--- config.mk ---
export PLATFORM = sky130hd
export DESIGN_NAME = tcp_control_port
export DESIGN_NICKNAME = d
export VERILOG_FILES = /design/src/tcp_pkg.sv /design/src/tcp_control_port.sv
export SDC_FILE = /design/constraint.sdc
export NUM_CORES = 1
export LEC_CHECK = 0
export ABC_CLOCK_PERIOD_IN_PS = 2800
export BUFFER_PORTS_ARGS = -buffer_cell sky130_fd_sc_hd__buf_2
export CAP_MARGIN = 20
export CELL_PAD_IN_SITES_DETAIL_PLACEMENT = 1
export CELL_PAD_IN_SITES_GLOBAL_PLACEMENT = 1
export CORE_UTILIZATION = 42
export DETAILED_ROUTE_END_ITERATION = 8
export PLACE_DENSITY = 0.83
export SETUP_SLACK_MARGIN = 0.3
export SLEW_MARGIN = 20
export SYNTH_ARGS = -nofsm -noshare
export SYNTH_HDL_FRONTEND = slang
export SYNTH_SLANG_ARGS = --single-unit
--- constraint.sdc ---
create_clock -name ref_clk_i -period 2.8 [get_ports ref_clk_i]
set_input_delay 0.14 -clock ref_clk_i [delete_from_list [all_inputs] [get_ports ref_clk_i]]
set_output_delay 0.14 -clock ref_clk_i [all_outputs]
set_load 0.02 [all_outputs]
--- src/tcp_pkg.sv ---
package tcp_pkg;
  // ****************************************
  // register map
  // ****************************************
  localparam logic [3:0] TCP_ADDR_TUNE0 = 4'h0;
  localparam logic [3:0] TCP_ADDR_TUNE1 = 4'h1;
  localparam logic [3:0] TCP_ADDR_TUNE2 = 4'h2;
  localparam logic [3:0] TCP_ADDR_TUNE3 = 4'h3;
  localparam logic [3:0] TCP_ADDR_SYNC = 4'h4;
  localparam logic [3:0] TCP_ADDR_FILTER = 4'h5;
  localparam logic [3:0] TCP_ADDR_GAIN_FRAC = 4'h6;
  localparam logic [3:0] TCP_ADDR_GAIN_EXP = 4'h7;
  localparam logic [3:0] TCP_ADDR_OUT_FMT = 4'h8;
  localparam logic [3:0] TCP_ADDR_STATUS = 4'h9;
  localparam logic [3:0] TCP_ADDR_PULSE = 4'ha;
  localparam logic [3:0] TCP_ADDR_CHECKSUM = 4'hb;
  localparam logic [3:0] TCP_ADDR_I_LO = 4'hc;
  localparam logic [3:0] TCP_ADDR_I_HI = 4'hd;
  localparam logic [3:0] TCP_ADDR_Q_LO = 4'he;
  localparam logic [3:0] TCP_ADDR_Q_HI = 4'hf;
  localparam logic [7:0] TCP_REG_RESET = 8'h00;
  // ****************************************
  // sync control fields
  // ****************************************
  localparam int TCP_SYNC_SYSTEM_OFF = 0;
  localparam int TCP_SYNC_ACCUM_EN = 1;
  localparam int TCP_SYNC_ACCUM_FROM_SYS = 2;
  localparam int TCP_SYNC_LOAD_NOW = 3;
  localparam int TCP_SYNC_TUNE_LOAD_EN = 4;
  localparam int TCP_SYNC_DIAG_EN = 5;
  localparam int TCP_SYNC_SHORT_TEST = 6;
  localparam int TCP_SYNC_COUNTER_SEL = 7;
  // ****************************************
  // status fields, tuning word and sync counter sizes
  // ****************************************
  localparam int TCP_STAT_OVF_HOLD = 0;
  localparam int TCP_STAT_READY = 6;
  localparam int TCP_TUNE_WIDTH = 28;
  localparam int TCP_TOP_NIBBLE = 4;
  localparam int TCP_SYNC_CNT_WIDTH = 20;
  localparam int TCP_SYNC_CNT_SHORT = 8;
  localparam logic [19:0] TCP_SYNC_TC_LONG = 20'hfffff;
  localparam logic [19:0] TCP_SYNC_TC_SHORT = 20'h000ff;
  localparam logic [19:0] TCP_SYNC_CNT_ONE = 20'h00001;
endpackage : tcp_pkg

--- src/tcp_control_port.sv ---
// Overview of operation
// - sync out is delayed system sync, or counter sync when counter select set.
// - interrupt output is the inverted ready flag of the status register.
// - any write to address 10 gives one low pulse one clock wide.
// - gain overflow drives flag low, as one-clock pulse or held level.
// - data bus driven only while chip select and read strobe low and write strobe high.
// - four-bit address selects one of sixteen unique registers.
// - read strobe and chip enable both low put addressed register on bus.
// - write strobe low at chip-enable fall loads addressed register from bus.
// - fixed map: tuning, sync, filter, gain, format, status, pulse, checksum, I, Q.
// - bits are read-only or read/write; control bits are active high.
// - 28-bit tuning word from bytes 0-2 and low nibble of byte 3.
// - sync control bit 0 makes the device ignore the system sync input.
// - accumulator free-runs unless enabled; then low accum sync reloads it.
// - bit 2 substitutes system sync for accum sync unless system sync off.
// - bit 3 copies tuning bytes to frequency register; reloads on byte change.
// - bit 4 loads frequency register when selected accumulator sync goes low.
// - bit 5 routes internal sync to checksum, accumulators and counters.
// - diagnostic sync period is 2^20 clocks, or else the system sync period.
// - bit 6 shortens the sync counter period to 2^8 clocks.
// - bit 7 takes internal sync from counter terminal count, shown on sync out.
// - system sync is sampled on rising clock edge.
module tcp_control_port
  import tcp_pkg::*;
(
  // clock and reset
  input wire logic ref_clk_i,
  input wire logic rst_n_i,
  // host control bus
  input wire logic [3:0] ctl_addr_i,
  input wire logic [7:0] ctl_data_i,
  output logic [7:0] ctl_data_o,
  output logic ctl_data_oe_o,
  input wire logic chip_en_n_i,
  input wire logic rd_strobe_n_i,
  input wire logic wr_strobe_n_i,
  // syncs from pins
  input wire logic system_sync_n_i,
  input wire logic accum_sync_n_i,
  // datapath side
  input wire logic gain_overflow_det_i,
  input wire logic sample_ready_i,
  input wire logic [15:0] inphase_sample_i,
  input wire logic [15:0] quadrature_sample_i,
  input wire logic [7:0] checksum_i,
  // oscillator and sync controls
  output logic [27:0] osc_tuning_word_o,
  output logic osc_tuning_word_load_o,
  output logic accum_init_o,
  output logic internal_sync_o,
  output logic diag_sync_o,
  output logic [7:0] filter_control_o,
  output logic [7:0] gain_fraction_o,
  output logic [7:0] gain_exponent_o,
  output logic [7:0] output_format_o,
  // status pins
  output logic sync_out_n_o,
  output logic interrupt_n_o,
  output logic single_pulse_strobe_n_o,
  output logic gain_overflow_n_o
);
  // ****************************************
  // pin synchronisers
  // ****************************************
  logic [4:0] pin_meta_q;
  logic [4:0] pin_sync_q;
  logic [4:0] pin_prev_q;
  logic [3:0] addr_meta_q;
  logic [3:0] addr_q;
  logic [7:0] din_meta_q;
  logic [7:0] din_q;

  // bit order: chip_en, rd, wr, system sync, accum sync; all active low
  always_ff @(posedge ref_clk_i or negedge rst_n_i) begin
    if (!rst_n_i) begin
      pin_meta_q <= 5'h1f;
      pin_sync_q <= 5'h1f;
      pin_prev_q <= 5'h1f;
    end else begin
      pin_meta_q <= {chip_en_n_i, rd_strobe_n_i, wr_strobe_n_i,
                     system_sync_n_i, accum_sync_n_i};
      pin_sync_q <= pin_meta_q;
      pin_prev_q <= pin_sync_q;
    end
  end

  always_ff @(posedge ref_clk_i or negedge rst_n_i) begin
    if (!rst_n_i) begin
      addr_meta_q <= 4'h0;
      addr_q <= 4'h0;
      din_meta_q <= 8'h00;
      din_q <= 8'h00;
    end else begin
      addr_meta_q <= ctl_addr_i;
      addr_q <= addr_meta_q;
      din_meta_q <= ctl_data_i;
      din_q <= din_meta_q;
    end
  end

  logic ce_n;
  logic rd_n;
  logic wr_n;
  logic ss_n;
  logic as_n;
  logic ce_fall;
  logic wr_pulse;
  assign ce_n = pin_sync_q[4];
  assign rd_n = pin_sync_q[3];
  assign wr_n = pin_sync_q[2];
  assign ss_n = pin_sync_q[1];
  assign as_n = pin_sync_q[0];
  assign ce_fall = pin_prev_q[4] && !ce_n;

  // write is decided at the chip-enable fall, but data is taken once both
  // strobes have been low for one settled cycle, so slow data still lands
  logic wr_armed_q;
  always_ff @(posedge ref_clk_i or negedge rst_n_i) begin
    if (!rst_n_i) begin
      wr_armed_q <= 1'b0;
    end else if (ce_n) begin
      wr_armed_q <= 1'b0;
    end else if (ce_fall && !wr_n) begin
      wr_armed_q <= 1'b1;
    end else if (wr_armed_q) begin
      wr_armed_q <= 1'b0;
    end
  end
  assign wr_pulse = wr_armed_q && !ce_n && !wr_n;

  // ****************************************
  // register file
  // ****************************************
  logic [7:0] tune_q [4];
  logic [7:0] sync_ctl_q;
  logic [7:0] filter_q;
  logic [7:0] gain_frac_q;
  logic [7:0] gain_exp_q;
  logic [7:0] out_fmt_q;
  logic ovf_hold_q;
  logic tune_changed_q;

  always_ff @(posedge ref_clk_i or negedge rst_n_i) begin
    if (!rst_n_i) begin
      for (int i = 0; i < 4; i++) begin
        tune_q[i] <= TCP_REG_RESET;
      end
      sync_ctl_q <= TCP_REG_RESET;
      filter_q <= TCP_REG_RESET;
      gain_frac_q <= TCP_REG_RESET;
      gain_exp_q <= TCP_REG_RESET;
      out_fmt_q <= TCP_REG_RESET;
      ovf_hold_q <= 1'b0;
      tune_changed_q <= 1'b0;
    end else begin
      tune_changed_q <= 1'b0;
      if (wr_pulse) begin
        case (addr_q)
          TCP_ADDR_TUNE0, TCP_ADDR_TUNE1, TCP_ADDR_TUNE2, TCP_ADDR_TUNE3: begin
            tune_q[addr_q[1:0]] <= din_q;
            tune_changed_q <= 1'b1;
          end
          TCP_ADDR_SYNC: sync_ctl_q <= din_q;
          TCP_ADDR_FILTER: filter_q <= din_q;
          TCP_ADDR_GAIN_FRAC: gain_frac_q <= din_q;
          TCP_ADDR_GAIN_EXP: gain_exp_q <= din_q;
          TCP_ADDR_OUT_FMT: out_fmt_q <= din_q;
          TCP_ADDR_STATUS: ovf_hold_q <= din_q[TCP_STAT_OVF_HOLD];
          default: ; // read-only addresses and the pulse trigger hold nothing
        endcase
      end
    end
  end

  // ****************************************
  // read path
  // ****************************************
  logic ready_q;
  logic [7:0] rd_mux;
  always_comb begin
    rd_mux = 8'h00;
    case (addr_q)
      TCP_ADDR_TUNE0, TCP_ADDR_TUNE1, TCP_ADDR_TUNE2, TCP_ADDR_TUNE3:
        rd_mux = tune_q[addr_q[1:0]];
      TCP_ADDR_SYNC: rd_mux = sync_ctl_q;
      TCP_ADDR_FILTER: rd_mux = filter_q;
      TCP_ADDR_GAIN_FRAC: rd_mux = gain_frac_q;
      TCP_ADDR_GAIN_EXP: rd_mux = gain_exp_q;
      TCP_ADDR_OUT_FMT: rd_mux = out_fmt_q;
      TCP_ADDR_STATUS: begin
        rd_mux[TCP_STAT_OVF_HOLD] = ovf_hold_q;
        rd_mux[TCP_STAT_READY] = ready_q;
      end
      TCP_ADDR_CHECKSUM: rd_mux = checksum_i;
      TCP_ADDR_I_LO: rd_mux = inphase_sample_i[7:0];
      TCP_ADDR_I_HI: rd_mux = inphase_sample_i[15:8];
      TCP_ADDR_Q_LO: rd_mux = quadrature_sample_i[7:0];
      TCP_ADDR_Q_HI: rd_mux = quadrature_sample_i[15:8];
      default: rd_mux = 8'h00;
    endcase
  end

  // data tracks the mux until the bus is driven: the address has settled by
  // then, and the value stays steady for the whole read
  always_ff @(posedge ref_clk_i or negedge rst_n_i) begin
    if (!rst_n_i) begin
      ctl_data_o <= 8'h00;
      ctl_data_oe_o <= 1'b0;
    end else begin
      ctl_data_oe_o <= !ce_n && !rd_n && wr_n;
      if (!ctl_data_oe_o) begin
        ctl_data_o <= rd_mux;
      end
    end
  end

  // ready sets on a new sample, clears when the last sample byte is read
  logic rd_last;
  assign rd_last = !ce_n && !rd_n && addr_q == TCP_ADDR_Q_HI && pin_prev_q[3];
  always_ff @(posedge ref_clk_i or negedge rst_n_i) begin
    if (!rst_n_i) begin
      ready_q <= 1'b0;
      interrupt_n_o <= 1'b1;
    end else begin
      if (sample_ready_i) begin
        ready_q <= 1'b1;
      end else if (rd_last) begin
        ready_q <= 1'b0;
      end
      interrupt_n_o <= !ready_q;
    end
  end

  // ****************************************
  // single pulse and overflow
  // ****************************************
  always_ff @(posedge ref_clk_i or negedge rst_n_i) begin
    if (!rst_n_i) begin
      single_pulse_strobe_n_o <= 1'b1;
      gain_overflow_n_o <= 1'b1;
    end else begin
      single_pulse_strobe_n_o <= !(wr_pulse && addr_q == TCP_ADDR_PULSE);
      if (gain_overflow_det_i) begin
        gain_overflow_n_o <= 1'b0;
      end else if (!ovf_hold_q) begin
        gain_overflow_n_o <= 1'b1;
      end else if (wr_pulse && addr_q == TCP_ADDR_STATUS) begin
        gain_overflow_n_o <= 1'b1;
      end
    end
  end

  // ****************************************
  // sync selection
  // ****************************************
  logic system_sync_off;
  logic accum_sync_enable;
  logic accum_sync_from_system;
  logic tuning_load_now;
  logic sync_tuning_load_enable;
  logic diagnostic_sync_enable;
  logic internal_counter_sync_select;
  assign system_sync_off = sync_ctl_q[TCP_SYNC_SYSTEM_OFF];
  assign accum_sync_enable = sync_ctl_q[TCP_SYNC_ACCUM_EN];
  assign accum_sync_from_system = sync_ctl_q[TCP_SYNC_ACCUM_FROM_SYS];
  assign tuning_load_now = sync_ctl_q[TCP_SYNC_LOAD_NOW];
  assign sync_tuning_load_enable = sync_ctl_q[TCP_SYNC_TUNE_LOAD_EN];
  assign diagnostic_sync_enable = sync_ctl_q[TCP_SYNC_DIAG_EN];
  assign internal_counter_sync_select = sync_ctl_q[TCP_SYNC_COUNTER_SEL];

  logic sys_sync_act;
  logic sys_sync_fall;
  logic acc_sync_act;
  logic acc_sync_fall;
  assign sys_sync_act = !ss_n && !system_sync_off;
  assign sys_sync_fall = pin_prev_q[1] && sys_sync_act;
  assign acc_sync_act = (accum_sync_from_system && !system_sync_off) ? sys_sync_act : !as_n;
  assign acc_sync_fall = (accum_sync_from_system && !system_sync_off) ? sys_sync_fall
                         : (pin_prev_q[0] && !as_n);

  logic [19:0] sync_cnt_q;
  logic [19:0] sync_tc;
  logic counter_tc;
  assign sync_tc = sync_ctl_q[TCP_SYNC_SHORT_TEST] ? TCP_SYNC_TC_SHORT : TCP_SYNC_TC_LONG;
  // masked compare, so a switch to the short period never waits out a long wrap
  assign counter_tc = (sync_cnt_q & sync_tc) == sync_tc;
  always_ff @(posedge ref_clk_i or negedge rst_n_i) begin
    if (!rst_n_i) begin
      sync_cnt_q <= 20'h00000;
    end else if (counter_tc) begin
      sync_cnt_q <= 20'h00000;
    end else begin
      sync_cnt_q <= sync_cnt_q + TCP_SYNC_CNT_ONE;
    end
  end

  logic int_sync;
  assign int_sync = internal_counter_sync_select ? counter_tc : sys_sync_fall;

  always_ff @(posedge ref_clk_i or negedge rst_n_i) begin
    if (!rst_n_i) begin
      sync_out_n_o <= 1'b1;
      internal_sync_o <= 1'b0;
      diag_sync_o <= 1'b0;
    end else begin
      sync_out_n_o <= internal_counter_sync_select ? !counter_tc : !sys_sync_act;
      internal_sync_o <= int_sync;
      diag_sync_o <= diagnostic_sync_enable && int_sync;
    end
  end

  // ****************************************
  // oscillator frequency load
  // ****************************************
  logic [27:0] tune_word;
  assign tune_word = {tune_q[3][TCP_TOP_NIBBLE-1:0], tune_q[2], tune_q[1], tune_q[0]};
  logic load_now_prev_q;

  always_ff @(posedge ref_clk_i or negedge rst_n_i) begin
    if (!rst_n_i) begin
      load_now_prev_q <= 1'b0;
      osc_tuning_word_o <= 28'h0000000;
      osc_tuning_word_load_o <= 1'b0;
      accum_init_o <= 1'b0;
    end else begin
      load_now_prev_q <= tuning_load_now;
      osc_tuning_word_load_o <= 1'b0;
      if ((tuning_load_now && (!load_now_prev_q || tune_changed_q)) ||
          (sync_tuning_load_enable && acc_sync_fall)) begin
        osc_tuning_word_o <= tune_word;
        osc_tuning_word_load_o <= 1'b1;
      end
      accum_init_o <= (accum_sync_enable && acc_sync_act) ||
                      (diagnostic_sync_enable && int_sync);
    end
  end

  // ****************************************
  // pass-through configuration
  // ****************************************
  always_ff @(posedge ref_clk_i or negedge rst_n_i) begin
    if (!rst_n_i) begin
      filter_control_o <= 8'h00;
      gain_fraction_o <= 8'h00;
      gain_exponent_o <= 8'h00;
      output_format_o <= 8'h00;
    end else begin
      filter_control_o <= filter_q;
      gain_fraction_o <= gain_frac_q;
      gain_exponent_o <= gain_exp_q;
      output_format_o <= out_fmt_q;
    end
  end
endmodule : tcp_control_port

==> impl_metrics.toml <==
[die]
initial_core_util = 0.4277
die_w_um = 145.3
num_rows = 52
die_y_um = 145.3
core-area_um2 = 20170
die_area_um2 = 21120
boundaryPins = 138

[critical_path]
reg2reg_from = "addr_q[3]$_DFF_PN0_"
end_kind = "flip-flop"
r2r_slack_ns = 0.42
cp_max_fo = 21
startpoint = "addr_q[3]$_DFF_PN0_"
regToRegEndpoint = "ctl_data_o[1]$_DFFE_PN0N_"
reg2regPathDepth = 4
cp-start-kind = "flip-flop"
cp.required_ns = 3.15
crit_chain = "nor2b_1, a32o_1, a2111oi_1, a31oi_1"
slowest_delay_ns = 0.68
path_class = "reg -> reg"
cp.arrival_ns = 2.72
cpMaxStageDelayCell = "dfrtp_1"

[cells_and_area]
multi_input_area_um2 = 3089
fillCellCount = 2092
drive_gt1_frac = 0.4017
regArea_um2 = 5329
finalNonFillerCells = 1084
diodes = 0
area_growth_pct = 22.95
fin_nets = 863
final_util = 0.5258

[worst_hold_path]
min_from = "inphase_sample_i[1]"
hold_depth = 3
hold_path_end = "ctl_data_o[1]$_DFFE_PN0N_"
hold_path_class = "in -> reg"

[cts]
post_cts_buffers = 0
cts-htree-levels = 1
cts_tree = "built"
clock-root-buffer = "clkbuf_16"
cts_buffers = 23
cts_buffer_depth = 3
clk-insertion-delay-late_ns = 0.50
cts_sinks = 212
path_clk_slew_ns = 0.06

[timing]
worstMarginPinSlew_ns = 0.8639
skew_ns = 0.009341
rsz0062_at_grt = "no"
min_period_ns = 2.376
finalSetupViolations = 0
layout_setup_ws_ns = 0.4242
slew_viol_final = 0
maxClockFrequency_ghz = 0.4209
fin_crit_sh = 0.8485
maxSlewHeadroom = 0.4241
final_hold_viol_count = 0
holdWs_ns = 0.02787
finalSetupTns_ns = 0

[route]
drc_errors = 0
drt_iter0_drc = 349
wire_per_inst_um = 22.27
first_pass_iters = 4
vias_per_cell = 5.611
drt.antenna.violating_nets = 0
num_vias = 6082
drt_wl_total_um = 24140

[synthesis]
ys_seq_area_frac = 0.6176
syn_inst = 636
ys_ff_latch = 212
synth_top_flop_cell = "dfrtp_1"
ys_types = 67
synth_edf_count = 0
syn_area_per_cell_um2 = 13.56
netlist_area_um2 = 8626
synth_top_area_share = 0.5628
yosys_warnings = 0
post-synth-top-area-cell = "dfrtp_1"
synth_area_leaders = "dfrtp_1 (56%), mux2_2 (13%), dfstp_2 (5.5%), mux2i_1 (2.4%), nand3b_1 (1.6%)"
synth_nets = 698
async_flop_share = 1.000

[job]
maxCapViolCount = 0

[grt]
antenna_found_initial = 0
grt_pass1_wl_um = 38030
gr-total-overflow = 0
grt_pass1_vias = 6563
grt_use_total = 0.2330
grt_max_degree = 99

[power_and_ir_drop]
powerDensity_nw_per_um2 = 653.8
p_leak_nw = 5.209
vdd_drop_max_v = 0.0004242

[place]
io_buffer_count = 137
dp_slack_ns = 0.3590
dp_cells = 1025
routabilityCongestion = 0.8698
hpwl_um = 16530

[status]
status = "finished, final reports clean"
-- per-layer routing --
metal / routed length, um / GRT usage / part of all wire
met1: 10470 / 0.3144 / 0.43
met2: 11690 / 0.3849 / 0.48
met3: 1518 / 0.04748 / 0.063
met4: 464 / 0.06211 / 0.019
met5: 0 / 0 / 0
-- power breakdown --
group / switching, mW / internal [mW] / total, mW
clock network: 1.21 / 1.84 / 3.05
registers: 0.138 / 3.21 / 3.34
logic: 0.311 / 0.229 / 0.539
-- synthesized netlist by cell type (6+ instances only) --
master    number
nand3b_1      18
and3_1         8
nor2b_1        6
mux2_2       101
inv_1         16
nor4_1         7
o21ai_0        6
nand3_1       10
nand4_1        6
buf_2         12
dfstp_2       18
nor2_1        21
a31oi_1        7
xnor2_1        7
mux2i_1       21
dfrtp_1      194
nand2_1       23
a21oi_1       24
o22ai_1        9
clkbuf_1      11
buf_4          6
nor3_1         9
nand2b_1       6
-- placed cells by master, fill, tap and decap left out, types with 11 or more instances in the layout --
cell type      count
dlygate4sd3_1     21
clkbuf_16         23
mux2_2           101
dfstp_2           18
mux2i_1           21
inv_1             16
nand3b_1          18
buf_4             11
dfrtp_1          193
a21oi_1           23
buf_2            136
nor2_1            21
nand2_1           23
-- critical path, delay by kind of cell, from the launching register on --
kind,cells,cell delay [ns]
simple gates,1,0.40
compound gates,3,1.13
flops,1,0.68
-- through the flow --
step | area, um^2 | total power, mW
global placement | 9632 | 3.891
detailed placement | 9632 | 3.911
CTS | 10600 | 6.987
floorplan | 8626 | 3.622
global route | 10610 | 7.157
finish | 10610 | 6.934
-- worst max-delay path by stage --
stage          depth (start not counted)  slack (ns)                           endpoint
3_3_place_gp                           4        0.41          ctl_data_o[1]$_DFFE_PN0N_
4_1_cts                                4        0.35          ctl_data_o[1]$_DFFE_PN0N_
6_report                               4        0.42          ctl_data_o[1]$_DFFE_PN0N_
2_1_floorplan                          6        1.14  osc_tuning_word_o[18]$_DFFE_PN0P_
3_5_place_dp                           4        0.36          ctl_data_o[1]$_DFFE_PN0N_
5_1_grt                                4        0.36          ctl_data_o[1]$_DFFE_PN0N_
-- sequential cells by signal, summed over array words and instances (netlist names), 5 cells and up --
signal	count
pin_meta_q	5
tune_q	32
osc_tuning_word_o	28
din_q	8
filter_control_o	8
filter_q	8
ctl_data_o	8
gain_exp_q	8
sync_ctl_q	8
pin_sync_q	5
gain_exponent_o	8
sync_cnt_q	20
output_format_o	8
gain_fraction_o	8
din_meta_q	8
out_fmt_q	8
gain_frac_q	8
-- repair_timing --
action / in CTS / in global routing
endpoints found under the setup margin: 0 / 1
hold endpoints to repair: 101 / 0
hold buffers: 21 / 0
gates resized for setup: 0 / 1
-- logic make-up after synthesis --
kind of cell	count (synthesis)	synth area share
adders and majority gates	1	0.001450
AOI/OAI and AO/OA	92	0.07572
muxes	128	0.1667
xor gates and xnor gates	10	0.01015
DFF	212	0.6176
buffers and inverters	47	0.02480
and+or+nand+nor	146	0.1036
-- layout make-up --
cell class / instances / share of cell area
clock buffers: 31 / 0.06277
repair buffers: 171 / 0.09686
well taps: 270 / 0.03185
clock inverters: 7 / 0.009084
inverters: 16 / 0.005663
multi-input cells: 377 / 0.2913
flip-flops and latches: 212 / 0.5025
No activity file was read; power rests on OpenSTA's default activity.
